<file path="src/core/rtc_map.svh">
// Register offsets, field positions, reset values and timing counts.
`ifndef RTC_MAP_SVH
`define RTC_MAP_SVH
`define RTC_SEC         6'h00
`define RTC_SEC_ALM     6'h01
`define RTC_MIN         6'h02
`define RTC_MIN_ALM     6'h03
`define RTC_HOUR        6'h04
`define RTC_HOUR_ALM    6'h05
`define RTC_DOW         6'h06
`define RTC_DATE        6'h07
`define RTC_MONTH       6'h08
`define RTC_YEAR        6'h09
`define RTC_REG_A       6'h0a
`define RTC_REG_B       6'h0b
`define RTC_REG_C       6'h0c
`define RTC_REG_D       6'h0d
`define RTC_A_UIP       7
`define RTC_B_SET       7
`define RTC_B_AIE       5
`define RTC_B_UIE       4
`define RTC_B_DM        2
`define RTC_B_H24       1
`define RTC_C_INTERRUPT_SUMMARY_FLAG      7
`define RTC_C_AF        5
`define RTC_C_UF        4
`define RTC_D_VRT       7
`define RTC_DV_SLOW     3'h2
`define RTC_DV_HELD     2'h3
`define RTC_WILD        2'h3
`define RTC_A_RST       8'h00
`define RTC_B_RST       8'h02
`define RTC_RESP_OKAY   2'h0
`define RTC_RESP_SLVERR 2'h2
`define RTC_CLK_NS      25
`define RTC_SEC_NS      1000000000
`define RTC_WIN_FAST_US 248
`define RTC_WIN_SLOW_US 1948
`define RTC_IRQ_REL_NS  2000
`define RTC_SEC_CYC     (`RTC_SEC_NS / `RTC_CLK_NS)
`define RTC_WIN_FAST_CYC ((`RTC_WIN_FAST_US * 1000) / `RTC_CLK_NS)
`define RTC_WIN_SLOW_CYC ((`RTC_WIN_SLOW_US * 1000) / `RTC_CLK_NS)
`define RTC_IRQ_REL_CYC (`RTC_IRQ_REL_NS / `RTC_CLK_NS)
`endif

</file>
<file path="src/core/rtc_pkg.sv">
// Types and number-format helpers shared by the timekeeping files.
package rtc_pkg;
	typedef logic [7:0] byte_t;
	typedef logic [8:0] axi_addr_t;
	typedef logic [1:0] resp_t;

	// Turns a stored byte into a plain count, from BCD when asked.
	function automatic logic [6:0] to_bin(input byte_t v, input logic bcd);
		logic [6:0] r;
		r = bcd ? 7'({3'h0, v[7:4]} * 7'd10 + {3'h0, v[3:0]}) : v[6:0];
		return r;
	endfunction : to_bin

	// Turns a plain count back into the stored format.
	function automatic byte_t from_bin(input logic [6:0] b, input logic bcd);
		logic [6:0] t;
		logic [6:0] o;
		t = 7'(b / 7'd10);
		o = 7'(b % 7'd10);
		return bcd ? {t[3:0], o[3:0]} : {1'b0, b};
	endfunction : from_bin
endpackage : rtc_pkg

</file>
<file path="src/core/rtc_field_step.sv">
// One wrapping time or calendar field with carry in and carry out.
module rtc_field_step (
	input  wire logic          bcd_in,
	input  wire rtc_pkg::byte_t val_in,
	input  wire logic [6:0]    lo_in,
	input  wire logic [6:0]    hi_in,
	input  wire logic          carry_in,
	output rtc_pkg::byte_t     next_out,
	output logic               carry_out
);
	import rtc_pkg::*;

	logic [6:0] cur; // Field value as a plain count.

	// Steps only on a carry; the top value wraps back to the low value.
	always_comb begin
		cur = to_bin(val_in, bcd_in);
		carry_out = carry_in && (cur >= hi_in);
		if (!carry_in) begin
			next_out = val_in;
		end else if (cur >= hi_in) begin
			next_out = from_bin(lo_in, bcd_in);
		end else begin
			next_out = from_bin(7'(cur + 7'd1), bcd_in);
		end
	end
endmodule : rtc_field_step

</file>
<file path="src/core/rtc_timekeeping_core.sv">
// Time-of-day clock with 64-byte map, reached over AXI4-Lite.
// Contract
// - Latch strobe level while address strobe high.
// - Present 64 bytes: RAM, time, control.
// - Control C, D, A bit 7 read-only.
// - Seconds top bit always reads zero.
// - Update-inhibit bit freezes time and calendar.
// - Increments follow the selected data format.
// - Hour format bit selects 12 or 24.
// - In 12-hour mode top bit means PM.
// - Once a second advance time, check alarm.
// - Update window 248 or 1948 microseconds.
// - Alarm flag when hours, minutes, seconds match.
// - Alarm byte C0 to FF matches anything.
// - Wildcards give hourly, minutely, per-second alarms.
// - Reading control D sets the valid flag.
// - Interrupt released within 2 microseconds.
// - Backup mode keeps time, ignores bus.
// - Reading control C clears all flags.
//
// Decided for this implementation: the placing of the registers and register access over AXI4-Lite.
`include "rtc_map.svh"
module rtc_timekeeping_core #(
	parameter int SEC_CYC  = `RTC_SEC_CYC,
	parameter int WIN_FAST = `RTC_WIN_FAST_CYC,
	parameter int WIN_SLOW = `RTC_WIN_SLOW_CYC
) (
	input  wire logic               clock_in,
	input  wire logic               srst_in,
	input  wire rtc_pkg::axi_addr_t awaddr_in,
	input  wire logic               awvalid_in,
	output logic                    awready_out,
	input  wire logic [31:0]        wdata_in,
	input  wire logic [3:0]         wstrb_in,
	input  wire logic               wvalid_in,
	output logic                    wready_out,
	output rtc_pkg::resp_t          bresp_out,
	output logic                    bvalid_out,
	input  wire logic               bready_in,
	input  wire rtc_pkg::axi_addr_t araddr_in,
	input  wire logic               arvalid_in,
	output logic                    arready_out,
	output logic [31:0]             rdata_out,
	output rtc_pkg::resp_t          rresp_out,
	output logic                    rvalid_out,
	input  wire logic               rready_in,
	input  wire logic               address_strobe_in,
	input  wire logic               data_strobe_in,
	input  wire logic               reset_n_in,
	input  wire logic               backup_mode_in,
	output logic                    bus_style_out,
	output logic                    update_busy_out,
	output logic                    irq_oe_out
);
	import rtc_pkg::*;

	// Release time for the interrupt pin, used by the checks below.
	localparam int IRQ_REL = `RTC_IRQ_REL_CYC;

	// Every flip-flop of the block lives in this one record.
	typedef struct packed {
		logic [63:0][7:0] ram;    // Whole map; C and D live apart.
		logic             uip;    // Update window in progress.
		logic [16:0]      win;    // Cycles left in the window.
		logic [31:0]      pre;    // One-second prescaler.
		logic             af;     // Alarm flag.
		logic             uf;     // Update-ended flag.
		logic             valid_ram_time_flag;    // Valid RAM and time flag.
		logic             irq;    // Interrupt pin pulled low.
		logic [1:0]       as_q;   // Synchroniser, address strobe.
		logic [1:0]       ds_q;   // Synchroniser, data strobe.
		logic [1:0]       rs_q;   // Synchroniser, reset pin.
		logic [1:0]       bk_q;   // Synchroniser, backup pin.
		logic             style;  // One selects separate strobes.
		logic             aw_got; // Write address held.
		logic             w_got;  // Write data held.
		logic             aw_rdy;
		logic             w_rdy;
		logic             bvalid;
		resp_t            bresp;
		axi_addr_t        waddr;
		byte_t            wdata;
		logic             wen;    // Low byte lane was strobed.
		logic             ar_rdy;
		logic             rvalid;
		resp_t            rresp;
		byte_t            rdata;
		logic [5:0]       rd_idx; // Index of the last read.
	} state_t;

	state_t s;      // Registered state.
	state_t next_s; // Value for the next edge.

	// Decoded controls and events, all driven by the one process.
	logic       bcd;       // Data format select: one means BCD.
	logic       h12;       // Twelve-hour mode.
	logic       bkup;      // Synchronised backup mode.
	logic       div_run;   // Divider chain not held.
	logic       tick;      // One-second tick.
	logic       upd_fire;  // Last cycle of the window, time advances.
	logic       alm_hit;   // Advanced time matches the alarm.
	logic       wr_fire;   // Write completes this cycle.
	logic       wr_go;     // That write reaches the map.
	logic [5:0] wi;        // Word index of the write.
	logic       rd_fire;   // Read address taken.
	logic [5:0] ri;        // Word index of the read.
	logic       rd_c_go;   // Effective read of control C.
	logic       rd_d_go;   // Effective read of control D.
	logic [6:0] mdays;     // Days in the current month.
	logic [6:0] mon_b;     // Month as a count.
	logic [6:0] yr_b;      // Year as a count.
	logic [6:0] h_bin;     // Hour digits as a count.
	logic [6:0] h24;       // Hour on a 0-to-23 scale.
	logic [6:0] h24n;      // Hour after the step.
	logic [6:0] h12n;      // Stepped hour on a 1-to-12 scale.
	byte_t      h_fmt;     // Stepped hour digits.
	logic       day_c;     // Midnight carry.

	// Field steppers; their carries ripple from seconds to years.
	byte_t sec_n;
	byte_t min_n;
	byte_t dow_n;
	byte_t date_n;
	byte_t mon_n;
	byte_t yr_n;
	logic  sec_c;
	logic  min_c;
	logic  date_c;
	logic  mon_c;

	// Every field steps in the format picked by software.
	rtc_field_step u_sec (
		.bcd_in   (bcd),
		.val_in   (s.ram[`RTC_SEC]),
		.lo_in    (7'd0),
		.hi_in    (7'd59),
		.carry_in (1'b1),
		.next_out (sec_n),
		.carry_out(sec_c)
	);
	rtc_field_step u_min (
		.bcd_in   (bcd),
		.val_in   (s.ram[`RTC_MIN]),
		.lo_in    (7'd0),
		.hi_in    (7'd59),
		.carry_in (sec_c),
		.next_out (min_n),
		.carry_out(min_c)
	);
	rtc_field_step u_dow (
		.bcd_in   (bcd),
		.val_in   (s.ram[`RTC_DOW]),
		.lo_in    (7'd1),
		.hi_in    (7'd7),
		.carry_in (day_c),
		.next_out (dow_n),
		.carry_out()
	);
	rtc_field_step u_date (
		.bcd_in   (bcd),
		.val_in   (s.ram[`RTC_DATE]),
		.lo_in    (7'd1),
		.hi_in    (mdays),
		.carry_in (day_c),
		.next_out (date_n),
		.carry_out(date_c)
	);
	rtc_field_step u_mon (
		.bcd_in   (bcd),
		.val_in   (s.ram[`RTC_MONTH]),
		.lo_in    (7'd1),
		.hi_in    (7'd12),
		.carry_in (date_c),
		.next_out (mon_n),
		.carry_out(mon_c)
	);
	rtc_field_step u_yr (
		.bcd_in   (bcd),
		.val_in   (s.ram[`RTC_YEAR]),
		.lo_in    (7'd0),
		.hi_in    (7'd99),
		.carry_in (mon_c),
		.next_out (yr_n),
		.carry_out()
	);

	// Next-state logic for the clock, the flags and both bus halves.
	always_comb begin
		next_s = s;
		bcd = s.ram[`RTC_REG_B][`RTC_B_DM];
		h12 = !s.ram[`RTC_REG_B][`RTC_B_H24];
		bkup = s.bk_q[1];
		// Pins pass two flip-flops before anything reads them.
		next_s.as_q = {s.as_q[0], address_strobe_in};
		next_s.ds_q = {s.ds_q[0], data_strobe_in};
		next_s.rs_q = {s.rs_q[0], reset_n_in};
		next_s.bk_q = {s.bk_q[0], backup_mode_in};
		// The strobe sits low or high during the address phase.
		if (s.as_q[1]) begin
			next_s.style = s.ds_q[1];
		end
		// Month length, with every fourth year a leap year.
		mon_b = to_bin(s.ram[`RTC_MONTH], bcd);
		yr_b = to_bin(s.ram[`RTC_YEAR], bcd);
		case (mon_b)
			7'd2: mdays = (yr_b[1:0] == 2'h0) ? 7'd29 : 7'd28;
			7'd4, 7'd6, 7'd9, 7'd11: mdays = 7'd30;
			default: mdays = 7'd31;
		endcase
		// Hours run on a 0-to-23 scale; the PM bit folds in.
		h_bin = to_bin({1'b0, s.ram[`RTC_HOUR][6:0]}, bcd);
		h24 = h_bin;
		if (h12) begin
			h24 = 7'((h_bin == 7'd12) ? 7'd0 : h_bin);
			h24 = 7'(h24 + (s.ram[`RTC_HOUR][7] ? 7'd12 : 7'd0));
		end
		day_c = min_c && (h24 >= 7'd23);
		h24n = h24;
		if (min_c) begin
			h24n = day_c ? 7'd0 : 7'(h24 + 7'd1);
		end
		h12n = (h24n >= 7'd12) ? 7'(h24n - 7'd12) : h24n;
		if (h12n == 7'd0) begin
			h12n = 7'd12;
		end
		h_fmt = from_bin(h12 ? h12n : h24n, bcd);
		// The dividers run unless the divider field holds them.
		div_run = s.ram[`RTC_REG_A][5:4] != `RTC_DV_HELD;
		tick = div_run && (s.pre == 32'(SEC_CYC - 1));
		next_s.pre = (!div_run || tick) ? 32'h0 : s.pre + 32'h1;
		// The window opens on a tick and closes with the step.
		upd_fire = 1'b0;
		if (s.uip) begin
			if (s.win == 17'h0) begin
				next_s.uip = 1'b0;
				// An inhibited clock is not advanced.
				upd_fire = !s.ram[`RTC_REG_B][`RTC_B_SET];
			end else begin
				next_s.win = s.win - 17'h1;
			end
		end else if (tick && !s.ram[`RTC_REG_B][`RTC_B_SET]) begin
			next_s.uip = 1'b1;
			// The slow crystal needs the longer window.
			if (s.ram[`RTC_REG_A][6:4] == `RTC_DV_SLOW) begin
				next_s.win = 17'(WIN_SLOW - 1);
			end else begin
				next_s.win = 17'(WIN_FAST - 1);
			end
		end
		if (upd_fire) begin
			next_s.ram[`RTC_SEC] = sec_n;
			next_s.ram[`RTC_MIN] = min_n;
			if (min_c) begin
				next_s.ram[`RTC_HOUR] = {h12 && (h24n >= 7'd12), h_fmt[6:0]};
			end
			next_s.ram[`RTC_DOW] = dow_n;
			next_s.ram[`RTC_DATE] = date_n;
			next_s.ram[`RTC_MONTH] = mon_n;
			next_s.ram[`RTC_YEAR] = yr_n;
		end
		// A top pair of ones in an alarm byte matches any value.
		alm_hit = (s.ram[`RTC_SEC_ALM][7:6] == `RTC_WILD ||
			s.ram[`RTC_SEC_ALM] == next_s.ram[`RTC_SEC]) &&
			(s.ram[`RTC_MIN_ALM][7:6] == `RTC_WILD ||
			s.ram[`RTC_MIN_ALM] == next_s.ram[`RTC_MIN]) &&
			(s.ram[`RTC_HOUR_ALM][7:6] == `RTC_WILD ||
			s.ram[`RTC_HOUR_ALM] == next_s.ram[`RTC_HOUR]);
		// Write address and data may arrive in either order.
		if (awvalid_in && s.aw_rdy) begin
			next_s.aw_got = 1'b1;
			next_s.waddr = awaddr_in;
		end
		if (wvalid_in && s.w_rdy) begin
			next_s.w_got = 1'b1;
			next_s.wdata = wdata_in[7:0];
			next_s.wen = wstrb_in[0];
		end
		if (s.bvalid && bready_in) begin
			next_s.bvalid = 1'b0;
		end
		wr_fire = s.aw_got && s.w_got && !s.bvalid;
		wi = s.waddr[7:2];
		// Backup mode answers the bus but changes nothing.
		wr_go = wr_fire && !s.waddr[8] && s.wen && !bkup;
		if (wr_fire) begin
			next_s.aw_got = 1'b0;
			next_s.w_got = 1'b0;
			next_s.bvalid = 1'b1;
			next_s.bresp = s.waddr[8] ? `RTC_RESP_SLVERR : `RTC_RESP_OKAY;
		end
		// A processor write wins over a step in the same cycle.
		if (wr_go) begin
			case (wi)
				`RTC_SEC: next_s.ram[wi] = {1'b0, s.wdata[6:0]};
				`RTC_REG_A: next_s.ram[wi] = {1'b0, s.wdata[6:0]};
				`RTC_REG_C, `RTC_REG_D: next_s.ram[wi] = s.ram[wi];
				default: next_s.ram[wi] = s.wdata;
			endcase
		end
		next_s.aw_rdy = !next_s.aw_got && !next_s.bvalid;
		next_s.w_rdy = !next_s.w_got && !next_s.bvalid;
		// Read side: one read is answered at a time.
		if (s.rvalid && rready_in) begin
			next_s.rvalid = 1'b0;
		end
		rd_fire = arvalid_in && s.ar_rdy;
		ri = araddr_in[7:2];
		rd_c_go = rd_fire && !araddr_in[8] && !bkup && ri == `RTC_REG_C;
		rd_d_go = rd_fire && !araddr_in[8] && !bkup && ri == `RTC_REG_D;
		if (rd_fire) begin
			next_s.rvalid = 1'b1;
			next_s.rd_idx = ri;
			next_s.rresp = araddr_in[8] ? `RTC_RESP_SLVERR : `RTC_RESP_OKAY;
			case (ri)
				`RTC_SEC: next_s.rdata = {1'b0, s.ram[ri][6:0]};
				`RTC_REG_A: next_s.rdata = {s.uip, s.ram[ri][6:0]};
				`RTC_REG_C: next_s.rdata = {s.irq, 1'b0, s.af, s.uf, 4'h0};
				`RTC_REG_D: next_s.rdata = {s.valid_ram_time_flag, 7'h0};
				default: next_s.rdata = s.ram[ri];
			endcase
			if (araddr_in[8] || bkup) begin
				next_s.rdata = 8'h00;
			end
		end
		next_s.ar_rdy = !next_s.rvalid;
		// The valid flag is only ever set, by reading D.
		if (rd_d_go) begin
			next_s.valid_ram_time_flag = 1'b1;
		end
		// Reading C clears the flags; a new event still sets.
		next_s.af = (s.af && !rd_c_go) || (upd_fire && alm_hit);
		next_s.uf = (s.uf && !rd_c_go) || upd_fire;
		// The reset pin drops enables and flags, freeing the pin.
		if (!s.rs_q[1]) begin
			next_s.ram[`RTC_REG_B][6:3] = 4'h0;
			next_s.af = 1'b0;
			next_s.uf = 1'b0;
		end
		next_s.irq = (next_s.af && next_s.ram[`RTC_REG_B][`RTC_B_AIE]) ||
			(next_s.uf && next_s.ram[`RTC_REG_B][`RTC_B_UIE]);
	end

	// One register stage for the whole record.
	always_ff @(posedge clock_in) begin
		if (srst_in) begin
			s <= '0;
			s.ram[`RTC_REG_A] <= `RTC_A_RST;
			s.ram[`RTC_REG_B] <= `RTC_B_RST;
		end else begin
			s <= next_s;
		end
	end

	// Every output is a flip-flop of the record.
	assign awready_out = s.aw_rdy;
	assign wready_out = s.w_rdy;
	assign bvalid_out = s.bvalid;
	assign bresp_out = s.bresp;
	assign arready_out = s.ar_rdy;
	assign rvalid_out = s.rvalid;
	assign rresp_out = s.rresp;
	assign rdata_out = {24'h0, s.rdata};
	assign bus_style_out = s.style;
	assign update_busy_out = s.uip;
	assign irq_oe_out = s.irq;
endmodule : rtc_timekeeping_core

</file>
<file path="config.mk">
export PLATFORM = sky130hd
export DESIGN_NAME = rtc_timekeeping_core
export DESIGN_NICKNAME = d
export VERILOG_FILES = /design/src/core/rtc_pkg.sv /design/src/core/rtc_field_step.sv /design/src/core/rtc_timekeeping_core.sv
export VERILOG_INCLUDE_DIRS = /design/src /design/src/core
export SDC_FILE = /design/constraint.sdc
export NUM_CORES = 2
export LEC_CHECK = 0
export BUFFER_PORTS_ARGS = -buffer_cell sky130_fd_sc_hd__buf_2
export CAP_MARGIN = 20
export CORE_MARGIN = 2
export CORE_UTILIZATION = 40
export DETAILED_ROUTE_END_ITERATION = 8
export GPL_ROUTABILITY_DRIVEN = 0
export SYNTH_ARGS = -nofsm -noshare
export SYNTH_HDL_FRONTEND = slang
export SYNTH_SLANG_ARGS = --single-unit
</file>
<file path="constraint.sdc">
create_clock -name clock_in -period 11.2 [get_ports clock_in]
set_input_delay 0 -clock clock_in [delete_from_list [all_inputs] [get_ports clock_in]]
set_output_delay 0 -clock clock_in [all_outputs]
set_load 0.02 [all_outputs]
</file>
==> results.sh <==
export IMPL_status="completed"
export IMPL_final_antenna_net_count=0
export IMPL_internal_power_mw=3.727
export IMPL_leakage_nw=12.55
export IMPL_irDropWorstVdd_mv=0.1175
export IMPL_hold_viol=0
export IMPL_htree_num_levels=3
export IMPL_netlist_area_um2=33820
export IMPL_synth_seq_area_share=0.3599
export IMPL_overflow=0
export IMPL_maxCapViolations=0
export IMPL_ys_warn_count=0
export IMPL_cts_root_buf="clkbuf_16"
export IMPL_path_delay_family="compound AO/OA/AOI/OAI gates"
export IMPL_path_depth=34
export IMPL_holdWs_ns=0.09871
export IMPL_cp_startpoint="s[142]"
export IMPL_timing_rr_start="s[142]"
export IMPL_grt_pass1_vias=28300
export IMPL_arrival_ns=10.54
export IMPL_rows=106
export IMPL_cts_setup_buffers=0
export IMPL_die_h_um=294.8
export IMPL_dpl_hpwl_mm=70.42
export IMPL_synthFlopType="dfxtp_1"
export IMPL_crit_path_start_kind="flip-flop"
export IMPL_worst_path_buf_inv=1
export IMPL_end_kind="flip-flop"
export IMPL_track_usage=0.2428
export IMPL_p_sw_frac=0.2419
export IMPL_nNetsFinal=4254
export IMPL_design_core_area_um2=83690
export IMPL_vias=30630
export IMPL_p_clk_frac=0.502
export IMPL_synth_edff_count=0
export IMPL_worstSkewPairLatency_ns=0.64
export IMPL_die_area_um2=86890
export IMPL_ys_seq_elements=608
export IMPL_cp_required_ns=11.79
export IMPL_grt_antenna_before_repair=3
export IMPL_grt_max_degree=207
export IMPL_drive_gt1_frac=0.1038
export IMPL_fin_skew_ns=0.03991
export IMPL_cts_buffers=71
export IMPL_clockBufferDepth=3
export IMPL_powerDensity_nw_per_um2=130.8
export IMPL_cts_tree="done"
export IMPL_grt_pass1_wl_mm=166.3
export IMPL_maxSlewHeadroom=0.2337
export IMPL_route_detailed_drc=0
export IMPL_worst_pin_slew_ns=1.149
export IMPL_synthArstFlopShare=0
export IMPL_p_sw_mw=1.189
export IMPL_min_from="araddr_in[6]"
export IMPL_setup_viol=0
export IMPL_syn_area_per_cell_um2=8.151
export IMPL_wl_mm=108.1
export IMPL_drtIter0Drc=3043
export IMPL_criticalPathCategory="reg -> reg"
export IMPL_dieWidth_um=294.8
export IMPL_clk_pin_slew_ns=0.06
export IMPL_fin_crit_sh=0.8886
export IMPL_crit_slowest_cell="a2111oi_2"
export IMPL_finalPower_mw=4.917
export IMPL_r2r_cells=34
export IMPL_wl_per_cell_um=20.45
export IMPL_rsz0062_at_grt="no"
export IMPL_hold_class="in -> reg"
export IMPL_fmax_mhz=100.5
export IMPL_synth_cells=4149
export IMPL_setup_tns_ns=0
export IMPL_cp_max_fo=11
export IMPL_slew_violations=0
export IMPL_drtPass1Iterations=6
export IMPL_io_buffers=51
export IMPL_crit_top_cell="ha_1"
export IMPL_combinationalPowerShare=0.053
export IMPL_holdPathStages=4
export IMPL_num_io_pins=109
export IMPL_syn2layout_area_growth_pct=11.14
export IMPL_viasPerCell=5.792
export IMPL_final_min_clock_period_ns=9.952
export IMPL_ys_types=97
export IMPL_seqPwrFrac=0.445
export IMPL_start_util=0.4041
export IMPL_crit_path_max_incr_delay_ns=0.76
export IMPL_clock_sinks=608
cells in the mapped netlist (29+ instances only):
master    instances  share of area
a31oi_1          29         0.0054
nor2_1          343          0.038
a21oi_1         536          0.079
nand2_1        1078           0.12
nor2b_1          45         0.0083
ha_1             77          0.028
or3_1            29         0.0054
mux4_2          167           0.11
xnor2_1          82          0.021
nor3_1           64         0.0095
dfxtp_1         608           0.36
xor2_1           46          0.012
buf_4            41         0.0091
a211oi_1         87          0.019
o21ai_0          95          0.014
mux2i_1          40          0.012
clkbuf_1        201          0.022
inv_1            48         0.0053
nand3_1          75          0.011
state kept, by name, indices dropped and copies added (netlist names), named ones only:
name	flops
s	527
rdata_out	8
next_s	4
arready_out	1
awready_out	1
bcd	1
bkup	1
bresp_out	1
bus_style_out	1
bvalid_out	1
irq_oe_out	1
rresp_out	1
rvalid_out	1
update_busy_out	1
wready_out	1
per-layer routing:
metal | vias up | global-route usage | wire (um)
li1 | 14490 | - | -
met1 | 14690 | 0.3395 | 47340
met2 | 1235 | 0.3851 | 49270
met3 | 208 | 0.03552 | 8338
met4 | 4 | 0.07715 | 3166
met5 | - | 0 | 27
metrics by stage:
step                  util  setup WS [ns]  area [um^2]  cells
floorplan                -          1.817        33910   4174
finish              0.4491          1.248        37590   5288
global placement    0.4145          1.640        34680   5117
detailed placement  0.4145          1.547        34680   5117
global route        0.4491         0.6766        37590   5288
CTS                 0.4488          1.522        37560   5284
worst paths after layout:
check / to / slack [ns]
hold reg to reg: s[49] / 0.44
hold / removal: rdata_out[0] / 0.1
setup / recovery: irq_oe_out / 1.25
setup reg to reg: irq_oe_out / 1.25
worst register-to-register path, delay by kind of cell, from the launching register on:
kind,cells,cell delay [ns]
compound gates,21,5.79
simple gates,5,1.26
fa+ha+maj,6,2.04
mux,1,0.29
buf+inv,1,0.13
flops,1,0.44
layout by cell type (no fill, tap or decap), drive strengths merged, types with 29 or more instances in the layout:
master       Yosys  layout
a211oi          88      88
a21oi          536     536
a31oi           32      32
buf             72      84
clkbuf         201      99
dfxtp          608     608
dlygate4sd3      0      39
ha              77      77
inv             50      54
mux2i           40      40
mux4           167     167
nand2         1079    1079
nand3           75      75
nor2           343     343
nor2b           45      45
nor3            64      64
o21ai          106     106
or3             29      29
xnor2           82      82
xor2            46      46
kinds of logic (layout without fill, tap and decap cells):
kind of cell / after synthesis / count (layout) / share of synthesized area
simple gates: 1792 / 1792 / 0.2233
compound gates: 982 / 982 / 0.1772
flops: 608 / 608 / 0.3599
buf+inv: 324 / 303 / 0.04129
mux: 220 / 220 / 0.1274
xor+xnor: 128 / 128 / 0.03315
fa+ha+maj: 94 / 94 / 0.03766
other cells: 1 / 27 / 0.0001109
power groups by stage:
stage	sequential [mW]	clock [mW]	combinational, mW
4_1_cts	2.19	2.50	0.255
5_1_grt	2.19	2.59	0.276
6_report	2.19	2.47	0.260
3_5_place_dp	2.24	0	0.244
2_1_floorplan	2.23	0	0.184
3_3_place_gp	2.24	0	0.244
layout make-up:
| type | count | area [um^2] |
|---|---|---|
| repair buffers | 124 | 938.4 |
| multi-input cells | 3242 | 20360 |
| fillers | 8158 | 46100 |
| diodes | 1 | 2.502 |
| inverters | 51 | 191.4 |
| clock inverters | 30 | 488.0 |
| clock buffers | 98 | 1999 |
| well taps | 1134 | 1419 |
| flip-flops and latches | 608 | 12180 |
repair_timing:
action                    CTS  global route
resized for setup           0             0
hold endpoints to repair  131             0
hold buffers               39             0
Note: power is estimated with default switching activity, not from simulation.
